`config.mk`:
```
export PLATFORM = sky130hd
export DESIGN_NAME = tsec_top
export DESIGN_NICKNAME = d
export VERILOG_FILES = /design/src/tsec_pkg.sv /design/src/tsec_evt_if.sv /design/src/tsec_sys_stage.sv /design/src/tsec_edge_latch.sv /design/src/tsec_top.sv
export SDC_FILE = /design/constraint.sdc
export NUM_CORES = 2
export LEC_CHECK = 0
export ABC_AREA = 0
export BUFFER_PORTS_ARGS = -buffer_cell sky130_fd_sc_hd__buf_2
export CAP_MARGIN = 20
export CORE_UTILIZATION = 60
export DETAILED_ROUTE_END_ITERATION = 8
export PLACE_DENSITY = 0.78
export REMOVE_ABC_BUFFERS = 1
export SETUP_SLACK_MARGIN = 0.4
export SLEW_MARGIN = 20
export SYNTH_ARGS = -nofsm -noshare
export SYNTH_HDL_FRONTEND = slang
export SYNTH_HIERARCHICAL = 1
export SYNTH_SLANG_ARGS = --single-unit
```
`constraint.sdc`:
```
create_clock -name pclk -period 5.42 [get_ports pclk]
set_input_delay 1.084 -clock pclk [delete_from_list [all_inputs] [get_ports pclk]]
set_output_delay 1.084 -clock pclk [all_outputs]
set_load 0.005 [all_outputs]
```
`src/tsec_pkg.sv`:
```
// constants, register map and helpers for the two-stage event controller
`default_nettype none
package tsec_pkg;

	// event levels: bit index is the level number, lower index wins
	localparam int NLEVEL = 16;
	localparam int LVL_W = 4;
	localparam int NPERIPH = 32;
	localparam int MAP_W = 4;
	localparam logic [3:0] LVL_EMU = 4'h0;
	localparam logic [3:0] LVL_RST = 4'h1;
	localparam logic [3:0] LVL_NMI = 4'h2;
	localparam logic [3:0] LVL_EXC = 4'h3;
	localparam logic [3:0] LVL_NONE = 4'hF;
	localparam logic [15:0] FIXED_BITS = 16'h000F;
	localparam logic [15:0] GEN_BITS = 16'hFF80;
	localparam logic [15:0] ALL_BITS = 16'hFFFF;

	// reset values
	localparam logic [15:0] CMASK_RST = 16'h0000;
	localparam logic [31:0] PMASK_RST = 32'h0000_0000;
	localparam logic [31:0] CTRL_RST = 32'h0000_0001;
	localparam logic [127:0] MAP_RST = 128'hDDD7_7777_7777_7777_7777_7777_7777_7777;

	// register byte offsets
	localparam int ADDR_W = 8;
	localparam logic [7:0] OFS_LATCH = 8'h00;
	localparam logic [7:0] OFS_CMASK = 8'h04;
	localparam logic [7:0] OFS_ACTIVE = 8'h08;
	localparam logic [7:0] OFS_PMASK = 8'h0C;
	localparam logic [7:0] OFS_PSTATUS = 8'h10;
	localparam logic [7:0] OFS_IRQ_STAT = 8'h14;
	localparam logic [7:0] OFS_IRQ_MASK = 8'h18;
	localparam logic [7:0] OFS_CTRL = 8'h1C;
	localparam logic [3:0] OFS_MAP_HI = 4'h3;

	// control and interrupt status bit positions
	localparam int CTRL_GEN_EN = 0;
	localparam int IRQ_W = 3;
	localparam int IRQ_DISPATCH = 0;
	localparam int IRQ_RETURN = 1;
	localparam int IRQ_OVERRUN = 2;

	// lowest set bit, LVL_NONE when empty
	function automatic logic [3:0] tsec_first(input logic [15:0] v);
		logic [3:0] r;
		r = LVL_NONE;
		for (int i = NLEVEL - 1; i >= 0; i--) begin
			if (v[i]) begin
				r = i[3:0];
			end
		end
		return r;
	endfunction

endpackage
`default_nettype wire

```
`src/tsec_evt_if.sv`:
```
// carrier between the system stage and the core stage
`timescale 1ns/1ps
`default_nettype none
interface tsec_evt_if;
	logic [tsec_pkg::NPERIPH-1:0] pmask;
	logic [tsec_pkg::NPERIPH*tsec_pkg::MAP_W-1:0] map;
	logic [tsec_pkg::NLEVEL-1:0] gen_lines;
	logic [tsec_pkg::NPERIPH-1:0] pstatus;
	modport sys (input pmask, input map, output gen_lines, output pstatus);
	modport core (output pmask, output map, input gen_lines, input pstatus);
endinterface
`default_nettype wire

```
`src/tsec_sys_stage.sv`:
```
// system stage: peripheral masking, status and mapping onto core levels
`timescale 1ns/1ps
`default_nettype none
module tsec_sys_stage #(
	parameter int NPERIPH = tsec_pkg::NPERIPH,
	parameter int NLEVEL = tsec_pkg::NLEVEL,
	parameter int MAP_W = tsec_pkg::MAP_W
) (
	// peripheral requests, same clock domain
	input wire logic [NPERIPH-1:0] periph_irq,
	// link to the core stage
	tsec_evt_if.sys bus
);
	logic [NPERIPH-1:0] passed;
	logic [NLEVEL-1:0] lines;

	assign passed = periph_irq & bus.pmask;
	assign bus.pstatus = periph_irq;
	assign bus.gen_lines = lines;

	// several peripherals may share one level line
	always_comb begin
		lines = '0;
		for (int i = 0; i < NPERIPH; i++) begin
			if (passed[i]) begin
				lines[bus.map[i*MAP_W +: MAP_W]] = 1'b1;
			end
		end
	end
endmodule
`default_nettype wire

```
`src/tsec_edge_latch.sv`:
```
// per-level rising edge detect and event latch
`timescale 1ns/1ps
`default_nettype none
module tsec_edge_latch #(
	parameter int W = tsec_pkg::NLEVEL
) (
	// clock and reset
	input wire logic clk,
	input wire logic rstn,
	// event sources
	input wire logic [W-1:0] evt_in,
	input wire logic [W-1:0] direct_set,
	// acceptance and software access
	input wire logic [W-1:0] take_clr,
	input wire logic wr_en,
	input wire logic [W-1:0] wr_sel,
	input wire logic [W-1:0] wr_data,
	// state
	output logic [W-1:0] latch,
	output logic overrun
);
	logic [W-1:0] in_q_reg;
	logic [W-1:0] det_reg;
	logic [W-1:0] latch_reg;
	logic [W-1:0] latch_next;
	logic [W-1:0] kept;
	logic [W-1:0] set_all;
	logic overrun_reg;

	assign set_all = det_reg | direct_set;
	assign kept = latch_reg & ~take_clr;
	assign latch_next = (wr_en ? ((kept & ~wr_sel) | (wr_data & wr_sel)) : kept) | set_all;
	assign latch = latch_reg;
	assign overrun = overrun_reg;

	// edge found in one cycle, latched the next: two cycles
	always_ff @(posedge clk or negedge rstn) begin
		if (!rstn) begin
			in_q_reg <= '0;
			det_reg <= '0;
			latch_reg <= '0;
			overrun_reg <= 1'b0;
		end else begin
			in_q_reg <= evt_in;
			det_reg <= evt_in & ~in_q_reg;
			latch_reg <= latch_next;
			overrun_reg <= |(set_all & kept);
		end
	end
endmodule
`default_nettype wire

```
`src/tsec_top.sv`:
```
// core stage of the two-stage event controller with APB registers
//
// Design decisions made here: the APB interface to the registers and the register addresses.
`timescale 1ns/1ps
`default_nettype none
module tsec_top (
	// clock and reset
	input wire logic pclk,
	input wire logic presetn,
	// APB slave
	input wire logic psel,
	input wire logic penable,
	input wire logic pwrite,
	input wire logic [tsec_pkg::ADDR_W-1:0] paddr,
	input wire logic [31:0] pwdata,
	output logic [31:0] prdata,
	output logic pready,
	output logic pslverr,
	// event sources
	input wire logic [tsec_pkg::NPERIPH-1:0] periph_irq,
	input wire logic wdog_nmi,
	input wire logic nmi_pin,
	input wire logic emu_pin,
	input wire logic reset_pin,
	input wire logic exc_req,
	input wire logic swi_req,
	input wire logic [tsec_pkg::LVL_W-1:0] swi_level,
	// sequencer side
	input wire logic core_ready,
	input wire logic [31:0] core_pc,
	input wire logic rte_valid,
	input wire logic [tsec_pkg::LVL_W-1:0] rte_level,
	output logic dispatch_valid,
	output logic [tsec_pkg::LVL_W-1:0] dispatch_level,
	output logic save_state_req,
	output logic core_reset,
	output logic emu_mode,
	output logic resume_valid,
	output logic [31:0] resume_pc,
	// interrupt output
	output logic irq
);
	tsec_evt_if evt_bus ();

	// pin synchronisers
	logic [1:0] nmi_sync_reg;
	logic [1:0] emu_sync_reg;
	logic [1:0] rst_sync_reg;

	// registers
	logic [15:0] cmask_reg;
	logic [15:0] active_reg;
	logic [15:0] active_next;
	logic [31:0] pmask_reg;
	logic [127:0] map_reg;
	logic [31:0] ctrl_reg;
	logic [tsec_pkg::IRQ_W-1:0] irq_stat_reg;
	logic [tsec_pkg::IRQ_W-1:0] irq_stat_next;
	logic [tsec_pkg::IRQ_W-1:0] irq_mask_reg;
	logic [31:0] ret_addr_reg [tsec_pkg::NLEVEL];

	// output registers
	logic dispatch_valid_reg;
	logic [3:0] dispatch_level_reg;
	logic core_reset_reg;
	logic emu_mode_reg;
	logic resume_valid_reg;
	logic [31:0] resume_pc_reg;

	// event path
	logic [15:0] evt_in;
	logic [15:0] direct_set;
	logic [15:0] latch;
	logic overrun;
	logic [15:0] cmask_eff;
	logic [15:0] gen_en_bits;
	logic [15:0] pending;
	logic [3:0] pend_lvl;
	logic [3:0] act_lvl;
	logic [15:0] pend_onehot;
	logic [15:0] rte_onehot;
	logic [15:0] take_clr;
	logic take;
	logic take_rst;
	logic take_emu;
	logic rte_emu;

	// bus decode
	logic acc;
	logic wr;
	logic sel_latch;
	logic sel_cmask;
	logic sel_active;
	logic sel_pmask;
	logic sel_pstatus;
	logic sel_irq_stat;
	logic sel_irq_mask;
	logic sel_ctrl;
	logic sel_map;
	logic hit;
	logic [1:0] map_idx;
	logic [31:0] map_word;

	// system stage
	tsec_sys_stage #(
		.NPERIPH(tsec_pkg::NPERIPH),
		.NLEVEL(tsec_pkg::NLEVEL),
		.MAP_W(tsec_pkg::MAP_W)
	) u_sys (
		.periph_irq(periph_irq),
		.bus(evt_bus.sys)
	);

	assign evt_bus.pmask = pmask_reg;
	assign evt_bus.map = map_reg;

	// event inputs per class
	assign evt_in = (evt_bus.gen_lines & tsec_pkg::GEN_BITS)
		| ({15'h0000, emu_sync_reg[1]} << tsec_pkg::LVL_EMU)
		| ({15'h0000, rst_sync_reg[1]} << tsec_pkg::LVL_RST)
		| ({15'h0000, nmi_sync_reg[1] | wdog_nmi} << tsec_pkg::LVL_NMI);
	assign direct_set = ({15'h0000, exc_req} << tsec_pkg::LVL_EXC)
		| (({15'h0000, swi_req} << swi_level) & tsec_pkg::GEN_BITS);

	tsec_edge_latch #(
		.W(tsec_pkg::NLEVEL)
	) u_latch (
		.clk(pclk),
		.rstn(presetn),
		.evt_in(evt_in),
		.direct_set(direct_set),
		.take_clr(take_clr),
		.wr_en(wr && sel_latch),
		.wr_sel(~cmask_eff),
		.wr_data(pwdata[15:0]),
		.latch(latch),
		.overrun(overrun)
	);

	// arbitration
	assign cmask_eff = cmask_reg | tsec_pkg::FIXED_BITS;
	assign gen_en_bits = ctrl_reg[tsec_pkg::CTRL_GEN_EN] ? tsec_pkg::ALL_BITS : ~tsec_pkg::GEN_BITS;
	assign pending = latch & cmask_eff & gen_en_bits;
	assign pend_lvl = tsec_pkg::tsec_first(pending);
	assign act_lvl = tsec_pkg::tsec_first(active_reg);
	assign pend_onehot = 16'h0001 << pend_lvl;
	assign rte_onehot = rte_valid ? (16'h0001 << rte_level) : 16'h0000;
	// an empty active set must not block level 15, which shares the empty code
	assign take = (|pending) && core_ready && ((active_reg == 16'h0000) || (pend_lvl < act_lvl));
	assign take_rst = take && (pend_lvl == tsec_pkg::LVL_RST);
	assign take_emu = take && (pend_lvl == tsec_pkg::LVL_EMU);
	assign rte_emu = rte_valid && (rte_level == tsec_pkg::LVL_EMU);
	assign take_clr = take_rst ? tsec_pkg::ALL_BITS : (take ? pend_onehot : 16'h0000);
	assign active_next = take_rst ? pend_onehot :
		((active_reg & ~rte_onehot) | (take ? pend_onehot : 16'h0000));

	// interrupt status events, set wins over clear
	assign irq_stat_next = (irq_stat_reg & ~((wr && sel_irq_stat) ? pwdata[tsec_pkg::IRQ_W-1:0] : 3'h0))
		| {overrun, rte_valid, take};

	// register decode
	assign acc = psel && penable;
	assign wr = acc && pwrite;
	assign sel_latch = (paddr == tsec_pkg::OFS_LATCH);
	assign sel_cmask = (paddr == tsec_pkg::OFS_CMASK);
	assign sel_active = (paddr == tsec_pkg::OFS_ACTIVE);
	assign sel_pmask = (paddr == tsec_pkg::OFS_PMASK);
	assign sel_pstatus = (paddr == tsec_pkg::OFS_PSTATUS);
	assign sel_irq_stat = (paddr == tsec_pkg::OFS_IRQ_STAT);
	assign sel_irq_mask = (paddr == tsec_pkg::OFS_IRQ_MASK);
	assign sel_ctrl = (paddr == tsec_pkg::OFS_CTRL);
	assign sel_map = (paddr[7:4] == tsec_pkg::OFS_MAP_HI) && (paddr[1:0] == 2'h0);
	assign hit = sel_latch | sel_cmask | sel_active | sel_pmask | sel_pstatus
		| sel_irq_stat | sel_irq_mask | sel_ctrl | sel_map;
	assign map_idx = paddr[3:2];
	assign map_word = map_reg[map_idx*32 +: 32];

	// APB answers at once
	assign pready = 1'b1;
	assign pslverr = acc && !hit;
	assign prdata = sel_latch ? {16'h0000, latch} :
		sel_cmask ? {16'h0000, cmask_eff} :
		sel_active ? {16'h0000, active_reg} :
		sel_pmask ? pmask_reg :
		sel_pstatus ? evt_bus.pstatus :
		sel_irq_stat ? {29'h0000_0000, irq_stat_reg} :
		sel_irq_mask ? {29'h0000_0000, irq_mask_reg} :
		sel_ctrl ? ctrl_reg :
		sel_map ? map_word : 32'h0000_0000;

	// outputs
	assign dispatch_valid = dispatch_valid_reg;
	assign dispatch_level = dispatch_level_reg;
	assign save_state_req = dispatch_valid_reg;
	assign core_reset = core_reset_reg;
	assign emu_mode = emu_mode_reg;
	assign resume_valid = resume_valid_reg;
	assign resume_pc = resume_pc_reg;
	assign irq = |(irq_stat_reg & irq_mask_reg);

	// pin synchronisers
	always_ff @(posedge pclk or negedge presetn) begin
		if (!presetn) begin
			nmi_sync_reg <= 2'h0;
			emu_sync_reg <= 2'h0;
			rst_sync_reg <= 2'h0;
		end else begin
			nmi_sync_reg <= {nmi_sync_reg[0], nmi_pin};
			emu_sync_reg <= {emu_sync_reg[0], emu_pin};
			rst_sync_reg <= {rst_sync_reg[0], reset_pin};
		end
	end

	// software registers
	always_ff @(posedge pclk or negedge presetn) begin
		if (!presetn) begin
			cmask_reg <= tsec_pkg::CMASK_RST;
			pmask_reg <= tsec_pkg::PMASK_RST;
			map_reg <= tsec_pkg::MAP_RST;
			ctrl_reg <= tsec_pkg::CTRL_RST;
			irq_mask_reg <= 3'h0;
			irq_stat_reg <= 3'h0;
		end else begin
			irq_stat_reg <= irq_stat_next;
			if (wr && sel_cmask) begin
				cmask_reg <= pwdata[15:0] & tsec_pkg::GEN_BITS;
			end
			if (wr && sel_pmask) begin
				pmask_reg <= pwdata;
			end
			if (wr && sel_map) begin
				map_reg[map_idx*32 +: 32] <= pwdata;
			end
			if (wr && sel_ctrl) begin
				ctrl_reg <= pwdata & tsec_pkg::CTRL_RST;
			end
			if (wr && sel_irq_mask) begin
				irq_mask_reg <= pwdata[tsec_pkg::IRQ_W-1:0];
			end
		end
	end

	// active bits and sequencer handshake
	always_ff @(posedge pclk or negedge presetn) begin
		if (!presetn) begin
			active_reg <= 16'h0000;
			dispatch_valid_reg <= 1'b0;
			dispatch_level_reg <= tsec_pkg::LVL_NONE;
			core_reset_reg <= 1'b0;
			emu_mode_reg <= 1'b0;
			resume_valid_reg <= 1'b0;
			resume_pc_reg <= 32'h0000_0000;
		end else begin
			active_reg <= active_next;
			dispatch_valid_reg <= take;
			core_reset_reg <= take_rst;
			resume_valid_reg <= rte_valid;
			if (take) begin
				dispatch_level_reg <= pend_lvl;
			end
			if (take_emu) begin
				emu_mode_reg <= 1'b1;
			end else if (rte_emu) begin
				emu_mode_reg <= 1'b0;
			end
			if (rte_valid) begin
				resume_pc_reg <= ret_addr_reg[rte_level];
			end
		end
	end

	// return address per level
	always_ff @(posedge pclk or negedge presetn) begin
		if (!presetn) begin
			for (int i = 0; i < tsec_pkg::NLEVEL; i++) begin
				ret_addr_reg[i] <= 32'h0000_0000;
			end
		end else if (take) begin
			ret_addr_reg[pend_lvl] <= core_pc;
		end
	end
endmodule
`default_nettype wire

```
==> out/metrics.yaml <==
critical_path:
  r2r_setup_slack_ns: 0.65
  path_cells: "buf_2 -> or4_1 -> nor3_2 -> buf_4 -> and2_0 -> buf_4 -> a22oi_1 -> a21oi_1 -> buf_2"
  cp_num_buf_inv: 4
  worstRegToRegCells: 15
  start_kind: "input pin"
  cp.required_ns: 4.34
  crit_path_end_kind: "output pin"
  arrival_ns: 3.78
  crit_family: "simple AND/OR/NAND/NOR gates"
  cp_max_fo: 18
  timing.rr.start: "u_latch/latch[10]"
  cp_slowest_stage_delay_ns: 0.64
  cp_slowest_cell: "or4_1"
  path_class: "in2out"
  r2r-end: "u_latch/overrun"
placement:
  post_dp_cell_area_mm2: 0.0408
  portBuffers: 199
  place_ws_ns: 0.666
  dp.cells: 4061
  dp_hpwl_um: 95000
  globalplace.congestion: 1.04
final_layout:
  nNetsFinal: 3424
  mostFrequentLayoutCell: "dfrtp_1"
  final_cell_mix: "698 x dfrtp_1, 403 x mux2_2, 389 x nand2_1, 195 x buf_2, 169 x mux4_2"
  fin_cells: 4215
  areaGrowthSynthToFinish_pct: 10.3
  final_core_util_pct: 67.5
  largest_reg_flops: 512
  drive_gt1_share_pct: 34.8
  fin_area_mm2: 0.0437
clock_tree:
  clk_path_buf_depth: 3
  cts_tree: "done"
  postCtsSetupBuffers: 0
  cts_made_buffers: 83
  clk_pin_slew_worst_paths_ns: 0.06
  hold_buffers: 0
  h-tree-depth: 3
  cts_sinks: 799
  cts_root_buffer: "clkbuf_16"
  clk_latency_ns: 0.67
timing:
  period_share_pct: 89.8
  final.setup.worst_slack_ns: 0.553
  skew_ns: 0.0484
  whs_ns: 0.336
  max_slew_margin_pct: 28.7
  max_freq_ghz: 0.205
  finalSetupViolations: 0
  setup_tns_ns: 0
  worst_slew_pin_slew_ns: 1.07
  slew_viol_final: 0
  layout_min_cycle_time_ns: 4.87
  hold_violations: 0
  rsz0062_at_grt: "no"
global_routing:
  grt_start_max_net_pins: 142
  grt_overflow: 0
  grt_pass1_vias: 30000
  gr-usage-all-layers_pct: 42.2
  antenna_found_initial: 7
  grt_pass1_wl_um: 205000
floorplan:
  ios: 201
  start_util_pct: 61.1
  die-area_mm2: 0.0671
  row_count: 93
  core_mm2: 0.0648
  die_y_um: 259
  die_w_um: 259
routing:
  wl_per_cell_um: 33.1
  num_vias: 29400
  dr.pass1.iters: 7
  ant_nets: 0
  wirelength_um: 139000
  drt_iter0_markers: 3633
  via_per_inst: 6.99
  drc: 0
pwr:
  fin_total_pwr_mw: 14.5
  leakage_nw: 19.4
  power_per_cell_area_mw_per_mm2: 332
  ir_worst_vdd_v: 0.000373
min_path:
  holdPathEnd: "emu_sync_reg[1]"
  holdPathStages: 0
  holdCritStartpoint: "emu_sync_reg[0]"
  hold_class: "reg2reg"
synth:
  yosys_warnings: 6
  syn_inst: 3278
  netlist_area_mm2: 0.0396
  avgSynthCellArea_um2: 12.1
status:
  status: "finished, final reports clean"
flow_run:
  cap_violations: 0
worst register-to-register path, cell delays in order (launching register included):
cell and delay [ns]:
dfrtp_1 0.42, a22oi_1 0.31, nand3_1 0.13, a2111oi_0 0.61, or3_1 0.48, inv_2 0.14, ha_1 0.36, nand2b_1 0.07
a211o_1 0.30, a31oi_2 0.33, and3b_2 0.49, or2_2 0.38, nand2b_1 0.21, o22ai_1 0.26, nor2_1 0.09, nand4_1 0.12
where the power goes:
group	switching, mW	internal [mW]	leakage (nW)	total [mW]
Sequential	0.311	6.36	10.5	6.67
Combinational	1.02	0.754	7.43	1.77
Clock	2.57	3.52	1.43	6.09
per-layer routing:
| metal | wire (um) | track usage, % | up-vias | part of all wire (%) |
|---|---|---|---|---|
| met1 | 52800 | 54.7 | 15100 | 38 |
| met3 | 11800 | 9.21 | 467 | 8.5 |
| met4 | 8820 | 23.0 | 6 | 6.3 |
| met5 | 40 | 0 | - | 0.029 |
| met2 | 66000 | 66.5 | 1852 | 47 |
| li1 | - | - | 12000 | - |
worst max-delay path by stage:
| stage | start | to | depth (start not counted) |
|---|---|---|---|
| global route | paddr[7] | prdata[25] | 9 |
| CTS | paddr[7] | prdata[23] | 9 |
| floorplan | ctrl_reg[0] | u_latch/latch[0] | 15 |
| finish | paddr[7] | prdata[23] | 9 |
| detailed placement | paddr[7] | prdata[23] | 9 |
| global placement | paddr[7] | prdata[16] | 9 |
layout make-up:
type | count | area, um2
fillers | 4268 | 21100
flip-flops and latches | 799 | 20100
multi-input cells | 2120 | 17900
clock buffers | 114 | 2390
repair buffers | 254 | 1560
well taps | 855 | 1070
clock inverters | 36 | 536
inverters | 33 | 124
diodes | 4 | 10.0
repair_timing:
action	in CTS	in global routing
endpoints found under the setup margin	0	1
gates resized for setup	0	1
hold endpoints to repair	0	0
No activity file was read; power rests on OpenSTA's default activity.
